File: config.mk
export PLATFORM = sky130hd
export DESIGN_NAME = sync_serial_port
export DESIGN_NICKNAME = d
export VERILOG_FILES = /design/src/sync_serial_pkg.sv /design/src/byte_stream_if.sv /design/src/sync_serial_rxbuf.sv /design/src/sync_serial_port.sv
export SDC_FILE = /design/constraint.sdc
export NUM_CORES = 1
export LEC_CHECK = 0
export BUFFER_PORTS_ARGS = -buffer_cell sky130_fd_sc_hd__buf_2
export CAP_MARGIN = 20
export CELL_PAD_IN_SITES_DETAIL_PLACEMENT = 1
export CELL_PAD_IN_SITES_GLOBAL_PLACEMENT = 2
export CORE_MARGIN = 2
export CORE_UTILIZATION = 41
export DETAILED_ROUTE_END_ITERATION = 10
export PLACE_DENSITY_LB_ADDON = 0.1
export SLEW_MARGIN = 20
export SYNTH_ARGS = -nofsm -noshare
export SYNTH_HDL_FRONTEND = slang
export SYNTH_SLANG_ARGS = --single-unit
File: constraint.sdc
create_clock -name sys_clk_i -period 4.4 [get_ports sys_clk_i]
set_clock_uncertainty 0.15 [all_clocks]
set_input_delay 1.32 -clock sys_clk_i [delete_from_list [all_inputs] [get_ports sys_clk_i]]
set_output_delay 1.32 -clock sys_clk_i [all_outputs]
set_load 0.01 [all_outputs]
File: src/sync_serial_pkg.sv
// constants, mode codes and state type of the synchronous serial port
// Functional notes
// - port works only while enable is set
// - pin directions follow master or slave role
// - opposite direction bit suppresses that pin function
// - shift on programmed edge, capture on other
// - master starts a byte when buffer written
// - receive-only master shifts in one byte per buffer write
// - master clock from divide 4/16/64 or timer
// - bytes travel most significant bit first
// - edge bit set: data valid before first edge
// - slave shifts on master clock, flags last bit
// - slave flags after eight bits, wakes only with interrupts enabled
// - select gating only in select slave mode
// - select high floats data-out at once
// - select high or disable clears shift logic
// - data-out as input stops transmission
// - master completion wakes only with interrupts enabled
// - sleep pauses master transfer, resumes afterwards
// - reset disables port and aborts transfer
// - standard modes map to polarity and edge
// - polarity bit picks serial clock idle level
// - full byte goes to buffer, flags set
// - write while shifting ignored, sets collision flag
// - reading the last buffered byte clears the buffer-full flag
package sync_serial_pkg;

   localparam int unsigned MODE_W        = 4;
   localparam logic [3:0]  MODE_MDIV4    = 4'h0;
   localparam logic [3:0]  MODE_MDIV16   = 4'h1;
   localparam logic [3:0]  MODE_MDIV64   = 4'h2;
   localparam logic [3:0]  MODE_MTMR2    = 4'h3;
   localparam logic [3:0]  MODE_SLV_SS   = 4'h4;
   localparam logic [3:0]  MODE_SLV_NOSS = 4'h5;

   // half bit periods in system clocks for the dividers
   localparam logic [5:0]  HALF_DIV4     = 6'h02;
   localparam logic [5:0]  HALF_DIV16    = 6'h08;
   localparam logic [5:0]  HALF_DIV64    = 6'h20;
   localparam logic [5:0]  HALF_ONE      = 6'h01;

   localparam logic [3:0]  EDGE_LAST     = 4'hf;
   localparam logic [2:0]  BIT_LAST      = 3'h7;
   localparam logic [7:0]  SR_RST        = 8'h00;
   localparam logic [2:0]  PIN_RST       = 3'h4;

   localparam int unsigned BUF_DEPTH     = 2;
   localparam logic [1:0]  BUF_FULL_CNT  = 2'h2;

   typedef enum logic [2:0] {
      ST_IDLE = 3'b001,
      ST_RUN  = 3'b010,
      ST_PUSH = 3'b100
   } mst_state_e;

endpackage

File: src/byte_stream_if.sv
// byte stream with valid and ready between the port and its receive buffer
interface byte_stream_if;
   logic       valid;
   logic       ready;
   logic [7:0] data;
   modport src (output valid, output data, input ready);
   modport snk (input valid, input data, output ready);
endinterface

File: src/sync_serial_rxbuf.sv
// two-entry receive buffer between shift logic and software reads
module sync_serial_rxbuf (
   // clock and reset
   input  wire logic   sys_clk_i,
   input  wire logic   nrst_i,
   // streams
   byte_stream_if.snk  in_s,
   byte_stream_if.src  out_s
);
   import sync_serial_pkg::*;

   logic [7:0] mem_q [BUF_DEPTH];
   logic       wr_q;
   logic       rd_q;
   logic [1:0] cnt_q;
   logic       push;
   logic       pop;

   assign in_s.ready  = (cnt_q != BUF_FULL_CNT);
   assign out_s.valid = (cnt_q != 2'h0);
   assign out_s.data  = mem_q[rd_q];
   assign push        = in_s.valid & in_s.ready;
   assign pop         = out_s.valid & out_s.ready;

   always_ff @(posedge sys_clk_i) begin
      if (push) begin
         mem_q[wr_q] <= in_s.data;
      end
   end

   always_ff @(posedge sys_clk_i or negedge nrst_i) begin
      if (!nrst_i) begin
         wr_q  <= 1'b0;
         rd_q  <= 1'b0;
         cnt_q <= 2'h0;
      end else begin
         wr_q  <= wr_q ^ push;
         rd_q  <= rd_q ^ pop;
         cnt_q <= cnt_q + {1'b0, push} - {1'b0, pop};
      end
   end
endmodule

File: src/sync_serial_port.sv
// four-wire serial port: master and slave shifting, flags and receive buffer
module sync_serial_port (
   // clock and reset
   input  wire logic                               sys_clk_i,
   input  wire logic                               nrst_i,
   // control bits
   input  wire logic                               port_enable_bit_i,
   input  wire logic                               clock_polarity_bit_i,
   input  wire logic                               clock_edge_bit_i,
   input  wire logic [sync_serial_pkg::MODE_W-1:0] port_mode_field_i,
   // pin direction bits, one means input
   input  wire logic                               sck_dir_i,
   input  wire logic                               sdi_dir_i,
   input  wire logic                               sdo_dir_i,
   input  wire logic                               ss_dir_i,
   // transfer buffer access
   input  wire logic                               buf_wr_i,
   input  wire logic [7:0]                         buf_wdata_i,
   input  wire logic                               buf_rd_i,
   output      logic [7:0]                         buf_rdata_o,
   output      logic                               buffer_full_flag_o,
   // flags and power control
   input  wire logic                               write_collision_flag_clr_i,
   output      logic                               write_collision_flag_o,
   input  wire logic                               ovf_clr_i,
   output      logic                               overflow_flag_o,
   input  wire logic                               irq_clr_i,
   output      logic                               port_irq_flag_o,
   input  wire logic                               irq_enable_i,
   output      logic                               wake_o,
   input  wire logic                               sleep_i,
   output      logic                               busy_o,
   // timer tick for the timer clock source
   input  wire logic                               tmr2_tick_i,
   // serial pins
   input  wire logic                               sck_i,
   output      logic                               sck_o,
   output      logic                               sck_oe_o,
   input  wire logic                               sdi_i,
   output      logic                               sdo_o,
   output      logic                               sdo_oe_o,
   input  wire logic                               ss_n_i
);
   import sync_serial_pkg::*;

   // receive path between shift logic and buffer
   byte_stream_if rx_in ();
   byte_stream_if rx_out ();

   // pin synchronisers: ss_n, sdi, sck
   logic [2:0] pin_raw;
   logic [2:0] sync1_q;
   logic [2:0] sync2_q;
   logic [2:0] sync3_q;
   logic [2:0] agree;
   logic [2:0] filt_d;
   logic [2:0] filt_q;
   logic       sck_f;
   logic       sdi_f;
   logic       ss_n_f;
   logic       sck_prev_q;
   logic       ss_prev_q;

   assign pin_raw = {ss_n_i, sdi_i, sck_i};
   assign agree   = ~(sync2_q ^ sync3_q);
   assign filt_d  = (filt_q & ~agree) | (sync3_q & agree);
   assign sck_f   = filt_q[0];
   assign sdi_f   = filt_q[1];
   assign ss_n_f  = filt_q[2];

   always_ff @(posedge sys_clk_i or negedge nrst_i) begin
      if (!nrst_i) begin
         sync1_q    <= PIN_RST;
         sync2_q    <= PIN_RST;
         sync3_q    <= PIN_RST;
         filt_q     <= PIN_RST;
         sck_prev_q <= 1'b0;
         ss_prev_q  <= 1'b1;
      end else begin
         sync1_q    <= pin_raw;
         sync2_q    <= sync1_q;
         sync3_q    <= sync2_q;
         filt_q     <= filt_d;
         sck_prev_q <= sck_f;
         ss_prev_q  <= ss_n_f;
      end
   end

   // mode decode
   logic is_master;
   logic is_slave;
   logic use_tmr2;
   logic ss_ctl;
   logic ss_high;
   logic ss_rise;
   logic port_clr;
   logic sck_listen;
   logic sdi_bit;

   assign is_master  = port_enable_bit_i & (port_mode_field_i <= MODE_MTMR2);
   assign is_slave   = port_enable_bit_i & ((port_mode_field_i == MODE_SLV_SS) |
                                            (port_mode_field_i == MODE_SLV_NOSS));
   assign use_tmr2   = (port_mode_field_i == MODE_MTMR2);
   assign ss_ctl     = is_slave & (port_mode_field_i == MODE_SLV_SS) & ss_dir_i;
   assign ss_high    = ss_ctl & ss_n_f;
   assign ss_rise    = ss_high & ~ss_prev_q;
   assign port_clr   = ~port_enable_bit_i | ss_rise;
   assign sck_listen = is_slave & sck_dir_i;
   assign sdi_bit    = sdi_dir_i & sdi_f;

   // master clock generation
   mst_state_e st_q;
   mst_state_e st_d;
   logic [5:0] half_lim;
   logic [5:0] hc_q;
   logic [3:0] ec_q;
   logic       act_q;
   logic       hc_wrap;
   logic       m_step;
   logic       m_lead;
   logic       m_trail;

   assign half_lim = (port_mode_field_i == MODE_MDIV16) ? HALF_DIV16 :
                     (port_mode_field_i == MODE_MDIV64) ? HALF_DIV64 : HALF_DIV4;
   assign hc_wrap  = (hc_q == half_lim - HALF_ONE);
   assign m_step   = (st_q == ST_RUN) & ~sleep_i & (use_tmr2 ? tmr2_tick_i : hc_wrap);
   assign m_lead   = m_step & ~act_q;
   assign m_trail  = m_step & act_q;

   // master capture waits out the pin filter delay on data-in
   logic [3:0] cap_pipe_q;
   logic       m_cap;
   logic       m_pend;

   assign m_cap  = is_master & (clock_edge_bit_i ? m_lead : m_trail);
   assign m_pend = (cap_pipe_q != 4'h0);

   always_ff @(posedge sys_clk_i or negedge nrst_i) begin
      if (!nrst_i) begin
         cap_pipe_q <= 4'h0;
      end else if (!is_master) begin
         cap_pipe_q <= 4'h0;
      end else begin
         cap_pipe_q <= {cap_pipe_q[2:0], m_cap};
      end
   end

   // slave clock edges from the filtered pin
   logic s_chg;
   logic s_lead;
   logic s_trail;
   logic lead;
   logic trail;
   logic cap_ev;
   logic shift_ev;

   assign s_chg    = sck_listen & ~port_clr & ~ss_high & (sck_f != sck_prev_q);
   assign s_lead   = s_chg & (sck_f != clock_polarity_bit_i);
   assign s_trail  = s_chg & (sck_f == clock_polarity_bit_i);
   assign lead     = is_master ? m_lead : s_lead;
   assign trail    = is_master ? m_trail : s_trail;
   assign cap_ev   = is_master ? cap_pipe_q[3] : (clock_edge_bit_i ? s_lead : s_trail);
   assign shift_ev = clock_edge_bit_i ? trail : lead;

   // shift register, bit count and data-out flop
   logic [7:0] sr_q;
   logic [7:0] tx_q;
   logic [2:0] bc_q;
   logic       out_q;
   logic       busy;
   logic       wr_ok;
   logic       wr_bad;
   logic       m_start;
   logic       m_done;
   logic       s_done;
   logic [7:0] rx_byte;

   assign busy    = (st_q != ST_IDLE) | (bc_q != 3'h0);
   assign wr_ok   = buf_wr_i & ~busy & (is_master | is_slave);
   assign wr_bad  = buf_wr_i & busy;
   assign m_start = wr_ok & is_master;
   assign m_done  = m_step & (ec_q == EDGE_LAST);
   assign s_done  = is_slave & cap_ev & (bc_q == BIT_LAST);
   assign rx_byte = {sr_q[6:0], sdi_bit};

   always_ff @(posedge sys_clk_i or negedge nrst_i) begin
      if (!nrst_i) begin
         sr_q  <= SR_RST;
         tx_q  <= SR_RST;
         bc_q  <= 3'h0;
         out_q <= 1'b0;
      end else if (port_clr) begin
         sr_q  <= SR_RST;
         tx_q  <= SR_RST;
         bc_q  <= 3'h0;
         out_q <= 1'b0;
      end else if (wr_ok) begin
         sr_q  <= buf_wdata_i;
         tx_q  <= clock_edge_bit_i ? {buf_wdata_i[6:0], 1'b0} : buf_wdata_i;
         bc_q  <= 3'h0;
         out_q <= buf_wdata_i[7];
      end else begin
         if (cap_ev) begin
            sr_q  <= rx_byte;
            bc_q  <= bc_q + 3'h1;
         end
         if (shift_ev) begin
            out_q <= tx_q[7];
            tx_q  <= {tx_q[6:0], 1'b0};
         end
      end
   end

   // master sequencing
   always_comb begin
      st_d = st_q;
      case (st_q)
         ST_IDLE: begin
            if (m_start) begin
               st_d = ST_RUN;
            end
         end
         ST_RUN: begin
            if (m_done) begin
               st_d = ST_PUSH;
            end
         end
         ST_PUSH: begin
            if (rx_in.ready & ~m_pend) begin
               st_d = ST_IDLE;
            end
         end
         default: begin
            st_d = ST_IDLE;
         end
      endcase
      if (!is_master) begin
         st_d = ST_IDLE;
      end
   end

   always_ff @(posedge sys_clk_i or negedge nrst_i) begin
      if (!nrst_i) begin
         st_q <= ST_IDLE;
      end else begin
         st_q <= st_d;
      end
   end

   always_ff @(posedge sys_clk_i or negedge nrst_i) begin
      if (!nrst_i) begin
         hc_q <= 6'h00;
      end else if (st_q != ST_RUN) begin
         hc_q <= 6'h00;
      end else if (!sleep_i) begin
         hc_q <= hc_wrap ? 6'h00 : hc_q + 6'h01;
      end
   end

   always_ff @(posedge sys_clk_i or negedge nrst_i) begin
      if (!nrst_i) begin
         act_q <= 1'b0;
         ec_q  <= 4'h0;
      end else if (st_q != ST_RUN) begin
         act_q <= 1'b0;
         ec_q  <= 4'h0;
      end else if (m_step) begin
         act_q <= ~act_q;
         ec_q  <= ec_q + 4'h1;
      end
   end

   // receive buffer
   logic push_fire;

   assign rx_in.valid  = ((st_q == ST_PUSH) & ~m_pend) | s_done;
   assign rx_in.data   = (st_q == ST_PUSH) ? sr_q : rx_byte;
   assign push_fire    = rx_in.valid & rx_in.ready;
   assign rx_out.ready = buf_rd_i;

   sync_serial_rxbuf u_rxbuf (
      .sys_clk_i (sys_clk_i),
      .nrst_i    (nrst_i),
      .in_s      (rx_in.snk),
      .out_s     (rx_out.src)
   );

   // sticky flags, set wins over clear
   logic write_collision_flag_q;
   logic ovf_q;
   logic irq_q;
   logic irq_set;

   assign irq_set = push_fire | s_done;

   always_ff @(posedge sys_clk_i or negedge nrst_i) begin
      if (!nrst_i) begin
         write_collision_flag_q <= 1'b0;
         ovf_q  <= 1'b0;
         irq_q  <= 1'b0;
      end else begin
         write_collision_flag_q <= wr_bad | (write_collision_flag_q & ~write_collision_flag_clr_i);
         ovf_q  <= (s_done & ~rx_in.ready) | (ovf_q & ~ovf_clr_i);
         irq_q  <= irq_set | (irq_q & ~irq_clr_i);
      end
   end

   // outputs
   assign buf_rdata_o            = rx_out.data;
   assign buffer_full_flag_o     = rx_out.valid;
   assign write_collision_flag_o = write_collision_flag_q;
   assign overflow_flag_o        = ovf_q;
   assign port_irq_flag_o        = irq_q;
   assign wake_o                 = irq_set & irq_enable_i;
   assign busy_o                 = busy;
   assign sck_o                  = clock_polarity_bit_i ^ act_q;
   assign sck_oe_o               = is_master & ~sck_dir_i;
   assign sdo_o                  = out_q;
   assign sdo_oe_o               = (is_master | is_slave) & ~sdo_dir_i & ~(ss_ctl & ss_n_i);
endmodule

==> results.sh <==
export IMPL_status="completed"
export IMPL_syn_cell_area_um2=3610
export IMPL_hold_viol=0
export IMPL_clk_pin_slew_worst_paths_ps=80
export IMPL_cts_hold_buf=0
export IMPL_cts_max_level=3
export IMPL_synthCells=306
export IMPL_path_max_fanout=7
export IMPL_gp_congestion=0.742
export IMPL_clk_latency_ps=340
export IMPL_num_nets_final=405
export IMPL_antenna_found_initial=0
export IMPL_syn_nets=345
export IMPL_p_leak_nw=1.87
export IMPL_num_vias=2501
export IMPL_rsz0062_at_grt="false"
export IMPL_synth_cell_type_count=47
export IMPL_fin_crit_sh_pct=94.3
export IMPL_die_h_um=97.8
export IMPL_worstMarginPinSlew_ps=793
export IMPL_clkSinkCount=75
export IMPL_powerDensity_nw_per_um2=363
export IMPL_hold_slack_ps=209
export IMPL_r2r_setup_slack_ps=1740
export IMPL_ys_ff_latch=75
export IMPL_final_cell_mix="dfrtp_1 (53), buf_2 (48), nor2_1 (26)"
export IMPL_fmax_mhz=241
export IMPL_setup_viol=0
export IMPL_min_period_ps=4150
export IMPL_drv_slew=0
export IMPL_drc=0
export IMPL_row_count=34
export IMPL_worst_slew_margin_rel_pct=46.9
export IMPL_ys_warn_count=0
export IMPL_overflow=0
export IMPL_end_kind="output pin"
export IMPL_track_usage_pct=17.4
export IMPL_stdcell_area_um2=4210
export IMPL_layout_drive_gt1_share_pct=27.5
export IMPL_dieArea_um2=9560
export IMPL_post_drt_wl_per_cell_um=16.1
export IMPL_grt_pass1_vias=2706
export IMPL_yosysSeqAreaShare_pct=54.5
export IMPL_portBuffers=49
export IMPL_irDropWorstVdd_v=0.000150
export IMPL_power_total_mw=1.53
export IMPL_place_area_um2=4020
export IMPL_syn_to_final_growth_pct=16.8
export IMPL_grt_first_pass_wirelength_um=13400
export IMPL_crit_type="in2out"
export IMPL_crit_path_start_kind="primary input"
export IMPL_critPathArrivalTime_ps=2680
export IMPL_cts_root_buf="clkbuf_8"
export IMPL_ios=50
export IMPL_wl_um=7700
export IMPL_vias_per_cell=5.22
export IMPL_synth_edf_count=16
export IMPL_cts_setup_buffers=0
export IMPL_grt_max_degree=49
export IMPL_initial_utilization_pct=41.8
export IMPL_synth_main_ff_cell="dfrtp_1"
export IMPL_cts_buffer_depth=2
export IMPL_drv_cap=0
export IMPL_hold_path_class="reg2reg"
export IMPL_ant_nets=0
export IMPL_cts_resized=0
export IMPL_dp_hpwl_um=5660
export IMPL_synthArstFlopShare_pct=78.7
export IMPL_syn_avg_cell_area_um2=11.8
export IMPL_n_antenna_cell=0
export IMPL_core_area_um2=8640
export IMPL_cts_buffers_inserted=9
export IMPL_cts_tree="yes"
export IMPL_die_w_um=97.8
export IMPL_setup_tns_ps=0
export IMPL_final_common_cell="dfrtp_1"
export IMPL_drt_iter0_drc=48
export IMPL_drt_first_pass_iters=4
export IMPL_cp_data_required_time_ps=2930
final cells by class:
| class | count | area, um^2 |
|---|---|---|
| repair buffers | 59 | 323 |
| multi-input cells | 210 | 1560 |
| flip-flops and latches | 75 | 1960 |
| clock buffers | 11 | 131 |
| clock inverters | 5 | 55.1 |
| fillers | 955 | 4420 |
| inverters | 11 | 41.3 |
| well taps | 108 | 135 |
per-stage QoR:
stage,setup WS [ps],instances,util [%]
2_1_floorplan,356,306,-
3_3_place_gp,280,463,46.6
3_5_place_dp,231,463,46.6
4_1_cts,230,479,48.7
5_1_grt,77.5,479,48.8
6_report,253,479,48.8
path summary, 6_finish.rpt:
path,startpoint,endpoint,cells past startpoint
hold reg to reg,sync1_q[1],sync2_q[1],0
max in group asynchronous,nrst_i,sr_q[1],2
min in group asynchronous,nrst_i,overflow_flag_o,1
hold / removal,sync1_q[1],sync2_q[1],0
setup reg to reg,st_q[0],u_rxbuf.mem_q[0][2],6
setup / recovery,port_mode_field_i[3],wake_o,7
routing by layer:
metal | wire length [um] | track usage, % | share of wire, % | up-vias
li1 | - | - | - | 1234
met1 | 3670 | 23.2 | 48 | 1222
met2 | 3670 | 28.2 | 48 | 36
met3 | 253 | 4.22 | 3.3 | 9
met4 | 104 | 5.88 | 1.4 | 0
met5 | 0 | 0 | 0 | -
kinds of logic after synthesis:
group / synth area share [%]
xor gates and xnor gates: 4.37
and+or+nand+nor: 14.3
buffers and inverters: 2.25
muxes: 9.40
adders and majority gates: 3.26
AOI/OAI and AO/OA: 12.0
DFF: 54.5
state kept, by name (all words and copies together) (netlist names), 4 cells and up, named ones only:
name / flops
hc_q: 6
sr_q: 8
u_rxbuf.mem_q: 16
ec_q: 4
tx_q: 8
cap_pipe_q: 4
power by group:
group / leakage (nW) / switching, mW / internal (mW)
registers: 0.904 / 0.0362 / 0.747
clock network: 0.0893 / 0.249 / 0.260
logic: 0.875 / 0.118 / 0.118
total: 1.87 / 0.403 / 1.13
Yosys cell counts (4+ instances only):
master	count	area, um^2
a211oi_1	10	75.1
a21oi_1	8	40.0
and2_1	5	31.3
clkbuf_1	8	30.0
dfrtp_1	53	1330
dfstp_2	6	158
edfxtp_1	16	480
ha_1	7	87.6
inv_1	11	41.3
mux2_2	15	169
mux2i_1	17	170
nand2_1	16	60.1
nand3_1	4	20.0
nand3b_1	6	45.0
nand4_1	6	37.5
nor2_1	26	97.6
nor3_1	10	50.1
o21ai_0	13	65.1
o221a_1	8	90.1
xnor2_1	9	78.8
xor2_1	9	78.8
worst max-delay path, stage by stage:
cell and delay (ps):
buf_2 130, nor4bb_1 370, nand4_1 190, a2bb2oi_1 200
a2bb2oi_1 190, nor2b_1 140, buf_2 130
(Power assumes the default switching activity.)
